===== src/rtl/dtpm_defs.vh =====
// constants for the drive trip priority manager
`ifndef DTPM_DEFS_VH
`define DTPM_DEFS_VH
`define DTPM_CLK_HZ 10000000
`define DTPM_MS_PER_TICK 100
`define DTPM_TICK_CYCLES (`DTPM_CLK_HZ / 1000 * `DTPM_MS_PER_TICK)
`define DTPM_RESET_DELAY_MS 1000
`define DTPM_OI_DELAY_MS 10000
`define DTPM_OHT_STOP_MS 10000
`define DTPM_RESET_TICKS (`DTPM_RESET_DELAY_MS / `DTPM_MS_PER_TICK)
`define DTPM_OI_TICKS (`DTPM_OI_DELAY_MS / `DTPM_MS_PER_TICK)
`define DTPM_OHT_TICKS (`DTPM_OHT_STOP_MS / `DTPM_MS_PER_TICK)
// register byte offsets
`define DTPM_REG_CODE 4'h0
`define DTPM_REG_INFO 4'h4
`define DTPM_REG_STAMP 4'h8
`define DTPM_REG_CTRL 4'hc
// trip codes
`define DTPM_CODE_UV 8'h01
`define DTPM_CODE_OV 8'h02
`define DTPM_CODE_OUTPUT_OVERCURRENT_TRIP 8'h03
`define DTPM_CODE_BRAKING_OVERCURRENT_TRIP 8'h04
`define DTPM_CODE_PS24 8'h09
`define DTPM_CODE_TUNE_LO 8'h0b
`define DTPM_CODE_TUNE_HI 8'h12
`define DTPM_CODE_OLD1 8'h1a
`define DTPM_CODE_OHT3 8'h1b
`define DTPM_CODE_CL2 8'h1c
`define DTPM_CODE_SCL 8'h1e
`define DTPM_CODE_EEF 8'h1f
`define DTPM_CODE_PH 8'h20
`define DTPM_CODE_PM_LO 8'h65
`define DTPM_CODE_OHT4P 8'h66
`define DTPM_CODE_OIBRP 8'h67
`define DTPM_CODE_OIACP 8'h68
`define DTPM_CODE_PHP 8'h6b
`define DTPM_CODE_OIDCP 8'h6d
`define DTPM_CODE_UNIDP 8'h6e
`define DTPM_CODE_PM_HI 8'h6e
`define DTPM_CODE_ENC11 8'ha1
`define DTPM_CODE_ENC17 8'ha7
`define DTPM_CODE_CARD_LO 8'haf
`define DTPM_CODE_CARD_HI 8'hbc
`define DTPM_CODE_ENCODER_TRIP_ONE 8'hbd
`define DTPM_CODE_ENC2 8'hbe
`define DTPM_CODE_ENC8 8'hc4
`define DTPM_CODE_SLHF1 8'hc8
`define DTPM_CODE_SLHF2 8'hcd
`define DTPM_CODE_SLHF3 8'hd2
`define DTPM_CODE_HF_BASE 8'hc8
`define DTPM_DEFAULTS_CODE 16'h03e8
`endif


===== src/rtl/dtpm_tick_counter.v =====
// saturating tick counter used for trip age and stop timeout
`timescale 1ns/10ps
`include "dtpm_defs.vh"
module dtpm_tick_counter (
  input wire ref_clk_i,
  input wire rst_b_i,
  input wire clear_i,
  input wire tick_i,
  output reg [15:0] count_o
);
  // saturate so very old trips never wrap back to young
  always @(posedge ref_clk_i) begin
    if (!rst_b_i || clear_i) begin
      count_o <= 16'h0000;
    end else if (tick_i && count_o != 16'hffff) begin
      count_o <= count_o + 16'h0001;
    end
  end
endmodule


===== src/rtl/dtpm_sync2.v =====
// two-flop synchroniser for a bus of pin inputs
`timescale 1ns/10ps
module dtpm_sync2 #(
  parameter W = 8
) (
  input wire ref_clk_i,
  input wire rst_b_i,
  input wire [W-1:0] async_i,
  output reg [W-1:0] sync_o
);
  reg [W-1:0] meta_reg;
  // first stage feeds only the second stage
  always @(posedge ref_clk_i) begin
    if (!rst_b_i) begin
      meta_reg <= {W{1'b0}};
      sync_o <= {W{1'b0}};
    end else begin
      meta_reg <= async_i;
      sync_o <= meta_reg;
    end
  end
endmodule


===== src/rtl/dtpm_top.v =====
// drive trip priority manager with avalon register slave
//
// The Avalon-MM register port and the placing of the registers are this design's own decisions.
`timescale 1ns/10ps
`include "dtpm_defs.vh"
module dtpm_top (
  input wire ref_clk_i,
  input wire rst_b_i,
  // trip request from monitors
  input wire trip_req_i,
  input wire [7:0] trip_code_i,
  input wire [3:0] trip_module_i,
  // status pins from outside the clock domain
  input wire power_up_i,
  input wire parallel_if_i,
  input wire supply_ok_i,
  input wire motor_stopped_i,
  input wire safe_torque_off_i,
  input wire [3:0] module_mains_loss_i,
  input wire [3:0] module_phase_loss_i,
  input wire [3:0] module_present_i,
  // avalon-mm slave
  input wire [3:0] avs_address,
  input wire avs_read,
  input wire avs_write,
  input wire [31:0] avs_writedata,
  output reg [31:0] avs_readdata,
  output reg avs_waitrequest,
  // drive status
  output reg trip_active_o,
  output reg drive_inactive_o,
  output reg stop_request_o,
  output reg run_permit_o,
  output reg dc_bus_mains_loss_o,
  output reg [3:0] display_module_o
);
  localparam ST_IDLE = 3'b001;
  localparam ST_STOP = 3'b010;
  localparam ST_TRIP = 3'b100;

  wire [15:0] sync_bits;
  wire pu_s = sync_bits[0];
  wire par_s = sync_bits[1];
  wire sup_s = sync_bits[2];
  wire stop_s = sync_bits[3];
  wire sto_s = sync_bits[4];
  wire [3:0] ml_s = sync_bits[8:5];
  wire [3:0] pl_s = sync_bits[12:9];
  wire [3:0] pres_s;

  dtpm_sync2 #(.W(16)) u_sync (
    .ref_clk_i(ref_clk_i),
    .rst_b_i(rst_b_i),
    .async_i({3'b000, module_phase_loss_i, module_mains_loss_i, safe_torque_off_i,
      motor_stopped_i, supply_ok_i, parallel_if_i, power_up_i}),
    .sync_o(sync_bits)
  );
  dtpm_sync2 #(.W(4)) u_sync_pres (
    .ref_clk_i(ref_clk_i),
    .rst_b_i(rst_b_i),
    .async_i(module_present_i),
    .sync_o(pres_s)
  );

  reg [2:0] state_reg;
  reg [7:0] code_reg;
  reg [2:0] cat_reg;
  reg [3:0] module_reg;
  reg [31:0] stamp_reg;
  reg [31:0] time_reg;
  reg [23:0] pre_reg;
  reg tick_reg;
  reg [7:0] pend_code_reg;
  reg [3:0] pend_module_reg;
  reg [2:0] pend_cat_reg;
  reg defaults_reg;
  reg [3:0] stop_cfg_reg;
  reg tune_lock_reg;
  reg run_en_reg;
  reg reset_req_reg;
  reg reset_refused_reg;
  reg php_reg;
  reg avs_waitrequest_next;
  reg pend_bus_reg;

  wire [15:0] age;
  wire [15:0] stop_age;
  wire age_clear = (state_reg != ST_TRIP);
  wire stop_clear = (state_reg != ST_STOP);

  dtpm_tick_counter u_age (
    .ref_clk_i(ref_clk_i),
    .rst_b_i(rst_b_i),
    .clear_i(age_clear),
    .tick_i(tick_reg),
    .count_o(age)
  );
  dtpm_tick_counter u_stop (
    .ref_clk_i(ref_clk_i),
    .rst_b_i(rst_b_i),
    .clear_i(stop_clear),
    .tick_i(tick_reg),
    .count_o(stop_age)
  );

  // category of a code, 1 most important
  function [2:0] cat_of;
    input [7:0] c;
    input pu;
    begin
      if (c >= 8'hd9) begin
        cat_of = 3'd2;
      end else if (c == `DTPM_CODE_SLHF1 || c == `DTPM_CODE_SLHF2 ||
                   c == `DTPM_CODE_SLHF3) begin
        cat_of = 3'd2;
      end else if (c == `DTPM_CODE_EEF) begin
        cat_of = 3'd3;
      end else if (c >= `DTPM_CODE_CARD_LO && c <= `DTPM_CODE_CARD_HI && c != 8'hb0) begin
        cat_of = pu ? 3'd5 : 3'd4;
      end else if (c == `DTPM_CODE_PS24 || c == `DTPM_CODE_ENCODER_TRIP_ONE) begin
        cat_of = 3'd4;
      end else if (c == `DTPM_CODE_UV) begin
        cat_of = 3'd6;
      end else begin
        cat_of = 3'd5;
      end
    end
  endfunction

  // encoder trips that the encoder supply trip may override
  function enc_low;
    input [7:0] c;
    begin
      enc_low = (c >= `DTPM_CODE_ENC2 && c <= `DTPM_CODE_ENC8) ||
                (c >= `DTPM_CODE_ENC11 && c <= `DTPM_CODE_ENC17);
    end
  endfunction

  // request code; hardware faults 1..16 arrive as 0xf0|n
  wire hf_low = (trip_code_i[7:4] == 4'hf);
  wire is_pm = trip_code_i >= `DTPM_CODE_PM_LO && trip_code_i <= `DTPM_CODE_PM_HI;
  wire pm_single_ok = trip_code_i == `DTPM_CODE_OIDCP || trip_code_i == `DTPM_CODE_OHT4P ||
                      trip_code_i == `DTPM_CODE_UNIDP;
  // module trips without the parallel interface are limited
  wire pm_ok = !is_pm || par_s || pm_single_ok;
  wire [2:0] req_cat = hf_low ? 3'd1 : cat_of(trip_code_i, pu_s);
  wire [3:0] req_mod = (is_pm && par_s) ? trip_module_i : 4'h0;

  // module mains loss: partial loss trips, total loss goes to bus logic
  wire ml_any = |(ml_s & pres_s);
  wire ml_all = ((ml_s & pres_s) == pres_s) && (pres_s != 4'h0);
  wire php_now = (ml_any && !ml_all) || |(pl_s & pres_s);

  wire new_valid = php_now && !php_reg ? 1'b1 : (trip_req_i && pm_ok);
  wire [7:0] new_code = (php_now && !php_reg) ? `DTPM_CODE_PHP : trip_code_i;
  wire [2:0] new_cat = (php_now && !php_reg) ? 3'd5 : req_cat;
  wire [3:0] new_mod = (php_now && !php_reg) ? 4'h0 : req_mod;

  // override test against the trip now held
  reg accept;
  always @* begin
    accept = 1'b0;
    if (new_valid) begin
      if (state_reg == ST_IDLE) begin
        accept = 1'b1;
      end else if (new_cat < cat_reg) begin
        // encoder supply trips beat only a subset of category five
        if ((new_code == `DTPM_CODE_PS24 || new_code == `DTPM_CODE_ENCODER_TRIP_ONE) && cat_reg == 3'd5) begin
          accept = enc_low(code_reg);
        end else begin
          accept = 1'b1;
        end
      end
    end
  end

  wire stop_first = ((new_code == `DTPM_CODE_OLD1 || (new_code >= `DTPM_CODE_CL2 &&
                     new_code <= `DTPM_CODE_SCL)) && stop_cfg_reg[0]) ||
                    new_code == `DTPM_CODE_PH || new_code == `DTPM_CODE_OHT3;

  // may a user reset clear the held trip now
  reg reset_ok;
  always @* begin
    reset_ok = 1'b0;
    if (cat_reg == 3'd1 || cat_reg == 3'd2 || cat_reg == 3'd6) begin
      reset_ok = 1'b0;
    end else if (code_reg == `DTPM_CODE_EEF) begin
      reset_ok = defaults_reg && age >= `DTPM_RESET_TICKS;
    end else if (code_reg == `DTPM_CODE_OUTPUT_OVERCURRENT_TRIP || code_reg == `DTPM_CODE_BRAKING_OVERCURRENT_TRIP ||
                 code_reg == `DTPM_CODE_OIACP || code_reg == `DTPM_CODE_OIBRP ||
                 code_reg == `DTPM_CODE_OIDCP) begin
      reset_ok = age >= `DTPM_OI_TICKS;
    end else begin
      reset_ok = age >= `DTPM_RESET_TICKS;
    end
  end

  wire is_tune = code_reg >= `DTPM_CODE_TUNE_LO && code_reg <= `DTPM_CODE_TUNE_HI;
  wire disabled = sto_s || !run_en_reg;

  // seconds-scale prescaler, one tick per 100 ms
  always @(posedge ref_clk_i) begin
    if (!rst_b_i) begin
      pre_reg <= 24'h000000;
      tick_reg <= 1'b0;
      time_reg <= 32'h00000000;
    end else if (pre_reg == `DTPM_TICK_CYCLES - 1) begin
      pre_reg <= 24'h000000;
      tick_reg <= 1'b1;
      time_reg <= time_reg + 32'h00000001;
    end else begin
      pre_reg <= pre_reg + 24'h000001;
      tick_reg <= 1'b0;
    end
  end

  // trip state machine
  always @(posedge ref_clk_i) begin
    if (!rst_b_i) begin
      state_reg <= ST_IDLE;
      code_reg <= 8'h00;
      cat_reg <= 3'd7;
      module_reg <= 4'h0;
      stamp_reg <= 32'h00000000;
      pend_code_reg <= 8'h00;
      pend_cat_reg <= 3'd7;
      pend_module_reg <= 4'h0;
      tune_lock_reg <= 1'b0;
      reset_refused_reg <= 1'b0;
      php_reg <= 1'b0;
    end else begin
      php_reg <= php_now;
      if (tune_lock_reg && disabled) begin
        tune_lock_reg <= 1'b0;
      end
      case (state_reg)
        ST_IDLE: begin
          if (accept && stop_first) begin
            state_reg <= ST_STOP;
            pend_code_reg <= new_code;
            pend_cat_reg <= new_cat;
            pend_module_reg <= new_mod;
          end else if (accept) begin
            state_reg <= ST_TRIP;
            code_reg <= new_code;
            cat_reg <= new_cat;
            module_reg <= new_mod;
            stamp_reg <= time_reg;
          end
        end
        ST_STOP: begin
          // overheat gives up waiting after the stop timeout
          if (stop_s || (pend_code_reg == `DTPM_CODE_OHT3 &&
              stop_age >= `DTPM_OHT_TICKS)) begin
            state_reg <= ST_TRIP;
            code_reg <= pend_code_reg;
            cat_reg <= pend_cat_reg;
            module_reg <= pend_module_reg;
            stamp_reg <= time_reg;
          end
        end
        ST_TRIP: begin
          if (accept) begin
            code_reg <= new_code;
            cat_reg <= new_cat;
            module_reg <= new_mod;
            stamp_reg <= time_reg;
          end else if (code_reg == `DTPM_CODE_UV && sup_s) begin
            state_reg <= ST_IDLE;
            cat_reg <= 3'd7;
            code_reg <= 8'h00;
          end else if (reset_req_reg) begin
            if (reset_ok) begin
              state_reg <= ST_IDLE;
              cat_reg <= 3'd7;
              code_reg <= 8'h00;
              module_reg <= 4'h0;
              tune_lock_reg <= is_tune;
              reset_refused_reg <= 1'b0;
            end else begin
              reset_refused_reg <= 1'b1;
            end
          end
        end
        default: begin
          state_reg <= ST_IDLE;
        end
      endcase
    end
  end

  // avalon slave: two wait cycles then answer
  wire acc = (avs_read || avs_write) && avs_waitrequest;
  always @(posedge ref_clk_i) begin
    if (!rst_b_i) begin
      avs_waitrequest <= 1'b1;
      avs_readdata <= 32'h00000000;
      defaults_reg <= 1'b0;
      stop_cfg_reg <= 4'h0;
      run_en_reg <= 1'b1;
      reset_req_reg <= 1'b0;
    end else begin
      reset_req_reg <= 1'b0;
      if (state_reg == ST_IDLE) begin
        defaults_reg <= 1'b0;
      end
      if (acc && !avs_waitrequest_next) begin
        avs_waitrequest <= 1'b0;
      end else begin
        avs_waitrequest <= 1'b1;
      end
      if (acc && !avs_waitrequest_next) begin
        case (avs_address)
          `DTPM_REG_CODE: avs_readdata <= {24'h000000, code_reg};
          `DTPM_REG_INFO: avs_readdata <= {16'h0000, reset_refused_reg, tune_lock_reg,
            state_reg, cat_reg, 4'h0, module_reg};
          `DTPM_REG_STAMP: avs_readdata <= stamp_reg;
          `DTPM_REG_CTRL: avs_readdata <= {26'h0000000, defaults_reg, run_en_reg, stop_cfg_reg};
          default: avs_readdata <= 32'h00000000;
        endcase
        if (avs_write && avs_address == `DTPM_REG_CTRL) begin
          stop_cfg_reg <= avs_writedata[3:0];
          run_en_reg <= avs_writedata[4];
          reset_req_reg <= avs_writedata[8];
          if (avs_writedata[31:16] == `DTPM_DEFAULTS_CODE) begin
            defaults_reg <= 1'b1;
          end
        end
      end
    end
  end

  // first two cycles of a request stall; next drops in the second, so the third cycle answers
  always @* begin
    avs_waitrequest_next = 1'b1;
    if ((avs_read || avs_write) && pend_bus_reg) begin
      avs_waitrequest_next = 1'b0;
    end
  end
  always @(posedge ref_clk_i) begin
    if (!rst_b_i) begin
      pend_bus_reg <= 1'b0;
    end else begin
      pend_bus_reg <= (avs_read || avs_write) && !pend_bus_reg;
    end
  end

  // registered status outputs
  always @(posedge ref_clk_i) begin
    if (!rst_b_i) begin
      trip_active_o <= 1'b0;
      drive_inactive_o <= 1'b0;
      stop_request_o <= 1'b0;
      run_permit_o <= 1'b0;
      dc_bus_mains_loss_o <= 1'b0;
      display_module_o <= 4'h0;
    end else begin
      trip_active_o <= (state_reg == ST_TRIP);
      drive_inactive_o <= (state_reg == ST_TRIP) && cat_reg == 3'd1;
      stop_request_o <= (state_reg == ST_STOP);
      run_permit_o <= (state_reg == ST_IDLE) && !tune_lock_reg && run_en_reg && !sto_s;
      dc_bus_mains_loss_o <= ml_all;
      display_module_o <= module_reg;
    end
  end
endmodule


===== config.mk =====
export PLATFORM = sky130hd
export DESIGN_NAME = dtpm_top
export DESIGN_NICKNAME = d
export VERILOG_FILES = /design/src/rtl/dtpm_tick_counter.v /design/src/rtl/dtpm_sync2.v /design/src/rtl/dtpm_top.v
export VERILOG_INCLUDE_DIRS = /design/src /design/src/rtl
export SDC_FILE = /design/constraint.sdc
export NUM_CORES = 1
export LEC_CHECK = 0
export BUFFER_PORTS_ARGS = -buffer_cell sky130_fd_sc_hd__clkbuf_2
export CORE_UTILIZATION = 53
export DETAILED_ROUTE_END_ITERATION = 12
export PLACE_DENSITY = 0.75
export SYNTH_ARGS = -nofsm -noshare
export SYNTH_HDL_FRONTEND = slang
export SYNTH_HIERARCHICAL = 1
export SYNTH_SLANG_ARGS = --single-unit
export TNS_END_PERCENT = 30

===== constraint.sdc =====
create_clock -name ref_clk_i -period 3.4 [get_ports ref_clk_i]
set_input_delay 0.34 -clock ref_clk_i [delete_from_list [all_inputs] [get_ports ref_clk_i]]
set_output_delay 0.34 -clock ref_clk_i [all_outputs]
set_load 0.02 [all_outputs]

==> reports/metrics.cfg <==
[cells_and_area]
final_cell_mix = dfxtp_1 (238), nand2_1 (103), nor2_1 (100), clkbuf_2 (100), nand3_1 (77)
final_util = 0.648
nFillCells = 1593
final_layout_size_suffix_gt1_frac = 0.202
postLayoutCellArea_um2 = 12300
num_antenna_cells = 0
final_common_cell = dfxtp_1
multi_input_area_um2 = 5350
area_delta_synth_final_pct = 18.1
regArea_um2 = 4830
fin_nets = 1334

[critical_path]
ff2ff_path_depth = 15
critPathArrivalTime_ns = 3.64
crit_fanout = 32
path_class = reg2reg
worstSetupStartpointType = register
endpoint_kind = register
cp.required_ns = 3.80

[sta]
min_period_ns = 3.24
max_freq_ghz = 0.309
setup_viol = 0
tightest_slew_ns = 0.827
setup_tns_ns = 0
relSlewSlack = 0.449
period_share = 0.953
rsz0062_at_grt = false
fin_worst_skew_ns = 0.0125
holdWs_ns = 0.0281
drv_slew = 0
hold_viol_final = 0

[clock_tree]
cts_buffers = 26
holdBufCountCts = 0
cts_tree = done
clockBufferDepth = 3
htree_levels = 1
root_buffer = clkbuf_16
path_clk_slew_ns = 0.06
clk_latency_ns = 0.52
cts.sinks = 241

[yosys]
synth.avg_cell_area_um2 = 9.06
synth_warnings = 6
syn-num-nets = 1229
syn_area_um2 = 10400
synthCells = 1153

[floorplanning]
die-area_um2 = 20300
start_util = 0.549
fp.dieW_um = 142
num_rows = 50
ios = 112
dieHeight_um = 142
fp.coreArea_um2 = 19000

[detailed_routing]
post-route-drc-count = 0
wl_per_cell_um = 16.7
drt_first_iter_violations = 679
vias = 9009
viasPerCell = 5.86
wirelength_um = 25700
first_pass_iters = 5
detail-route-antenna-nets = 0

[pwr]
ir_drop_uv = 516
power_density_nw_per_um2 = 534
p_leak_nw = 4.71
finalPower_mw = 6.59

[worst_hold_path]
min_path_cells = 2
min_path_type = in2reg

[placed_design]
place_congestion = 0.882
port_buffers = 101
place_area_um2 = 11300
hpwl_um = 17300

[global_route]
grt_pass1_wl_um = 40400
grt.overflow.total = 0
antenna_found_initial = 1
grt_start_max_net_pins = 69
grt_pass1_vias = 8226
grtUsageTotal = 0.247

[outcome]
status = complete, no violations

[job]
max-cap-violations = 0

power breakdown:
part	switching (mW)	leakage [nW]	internal, mW
combinational	0.328	2.31	0.239
sequential	0.0765	1.95	2.89
clock	1.14	0.453	1.91
worst paths after layout:
kind / from / endpoint / slack (ns)
max reg2reg: u_sync_pres/sync_o[2] / stamp_reg[12] / 0.16
min reg2reg: u_sync_pres/meta_reg[3] / u_sync_pres/sync_o[3] / 0.43
max: u_sync_pres/sync_o[2] / stamp_reg[12] / 0.16
min: module_present_i[1] / u_sync_pres/meta_reg[1] / 0.03
layer usage:
| layer | share of wire | global-route usage | up-vias |
|---|---|---|---|
| li1 | - | - | 4411 |
| met1 | 0.46 | 0.336 | 4310 |
| met2 | 0.46 | 0.398 | 250 |
| met3 | 0.065 | 0.0518 | 38 |
| met4 | 0.018 | 0.0611 | 0 |
| met5 | 0 | 0 | - |
through the flow:
step,setup slack [ns],instances
floorplan,0.0511,1153
global placement,-0.0927,1487
detailed placement,-0.191,1487
CTS,0.0181,1534
global route,0.00767,1537
finish,0.159,1537
layout make-up:
class	count	share of cell area
clock inverters	12	0.0156
clock buffers	35	0.0605
repair buffers	139	0.0682
multi-input cells	836	0.433
well taps	260	0.0264
flip-flops and latches	241	0.392
inverters	14	0.00426
worst max-delay path, stage by stage (launching register included):
cell       delay (ns)
dfxtp_1          0.36
a22oi_1          0.27
a21oi_1          0.13
o21a_1           0.15
nor2_1           0.16
nand2_1          0.09
ha_1             0.31
nand2_2          0.11
a21oi_1          0.06
a2111oi_2        0.28
o31a_1           0.23
nand4b_1         0.15
a211o_4          0.42
clkbuf_16        0.22
nand3_1          0.09
o21ai_0          0.09
timing repair:
| action | CTS | global route |
|---|---|---|
| endpoints found under the setup margin | 1 | 46 |
| pin swaps | 0 | 5 |
| cloned | 0 | 2 |
| hold endpoints to repair | 0 | 0 |
| setup buffers | 0 | 1 |
| gates resized for setup | 1 | 11 |
Power figures use the tool's default switching activity.
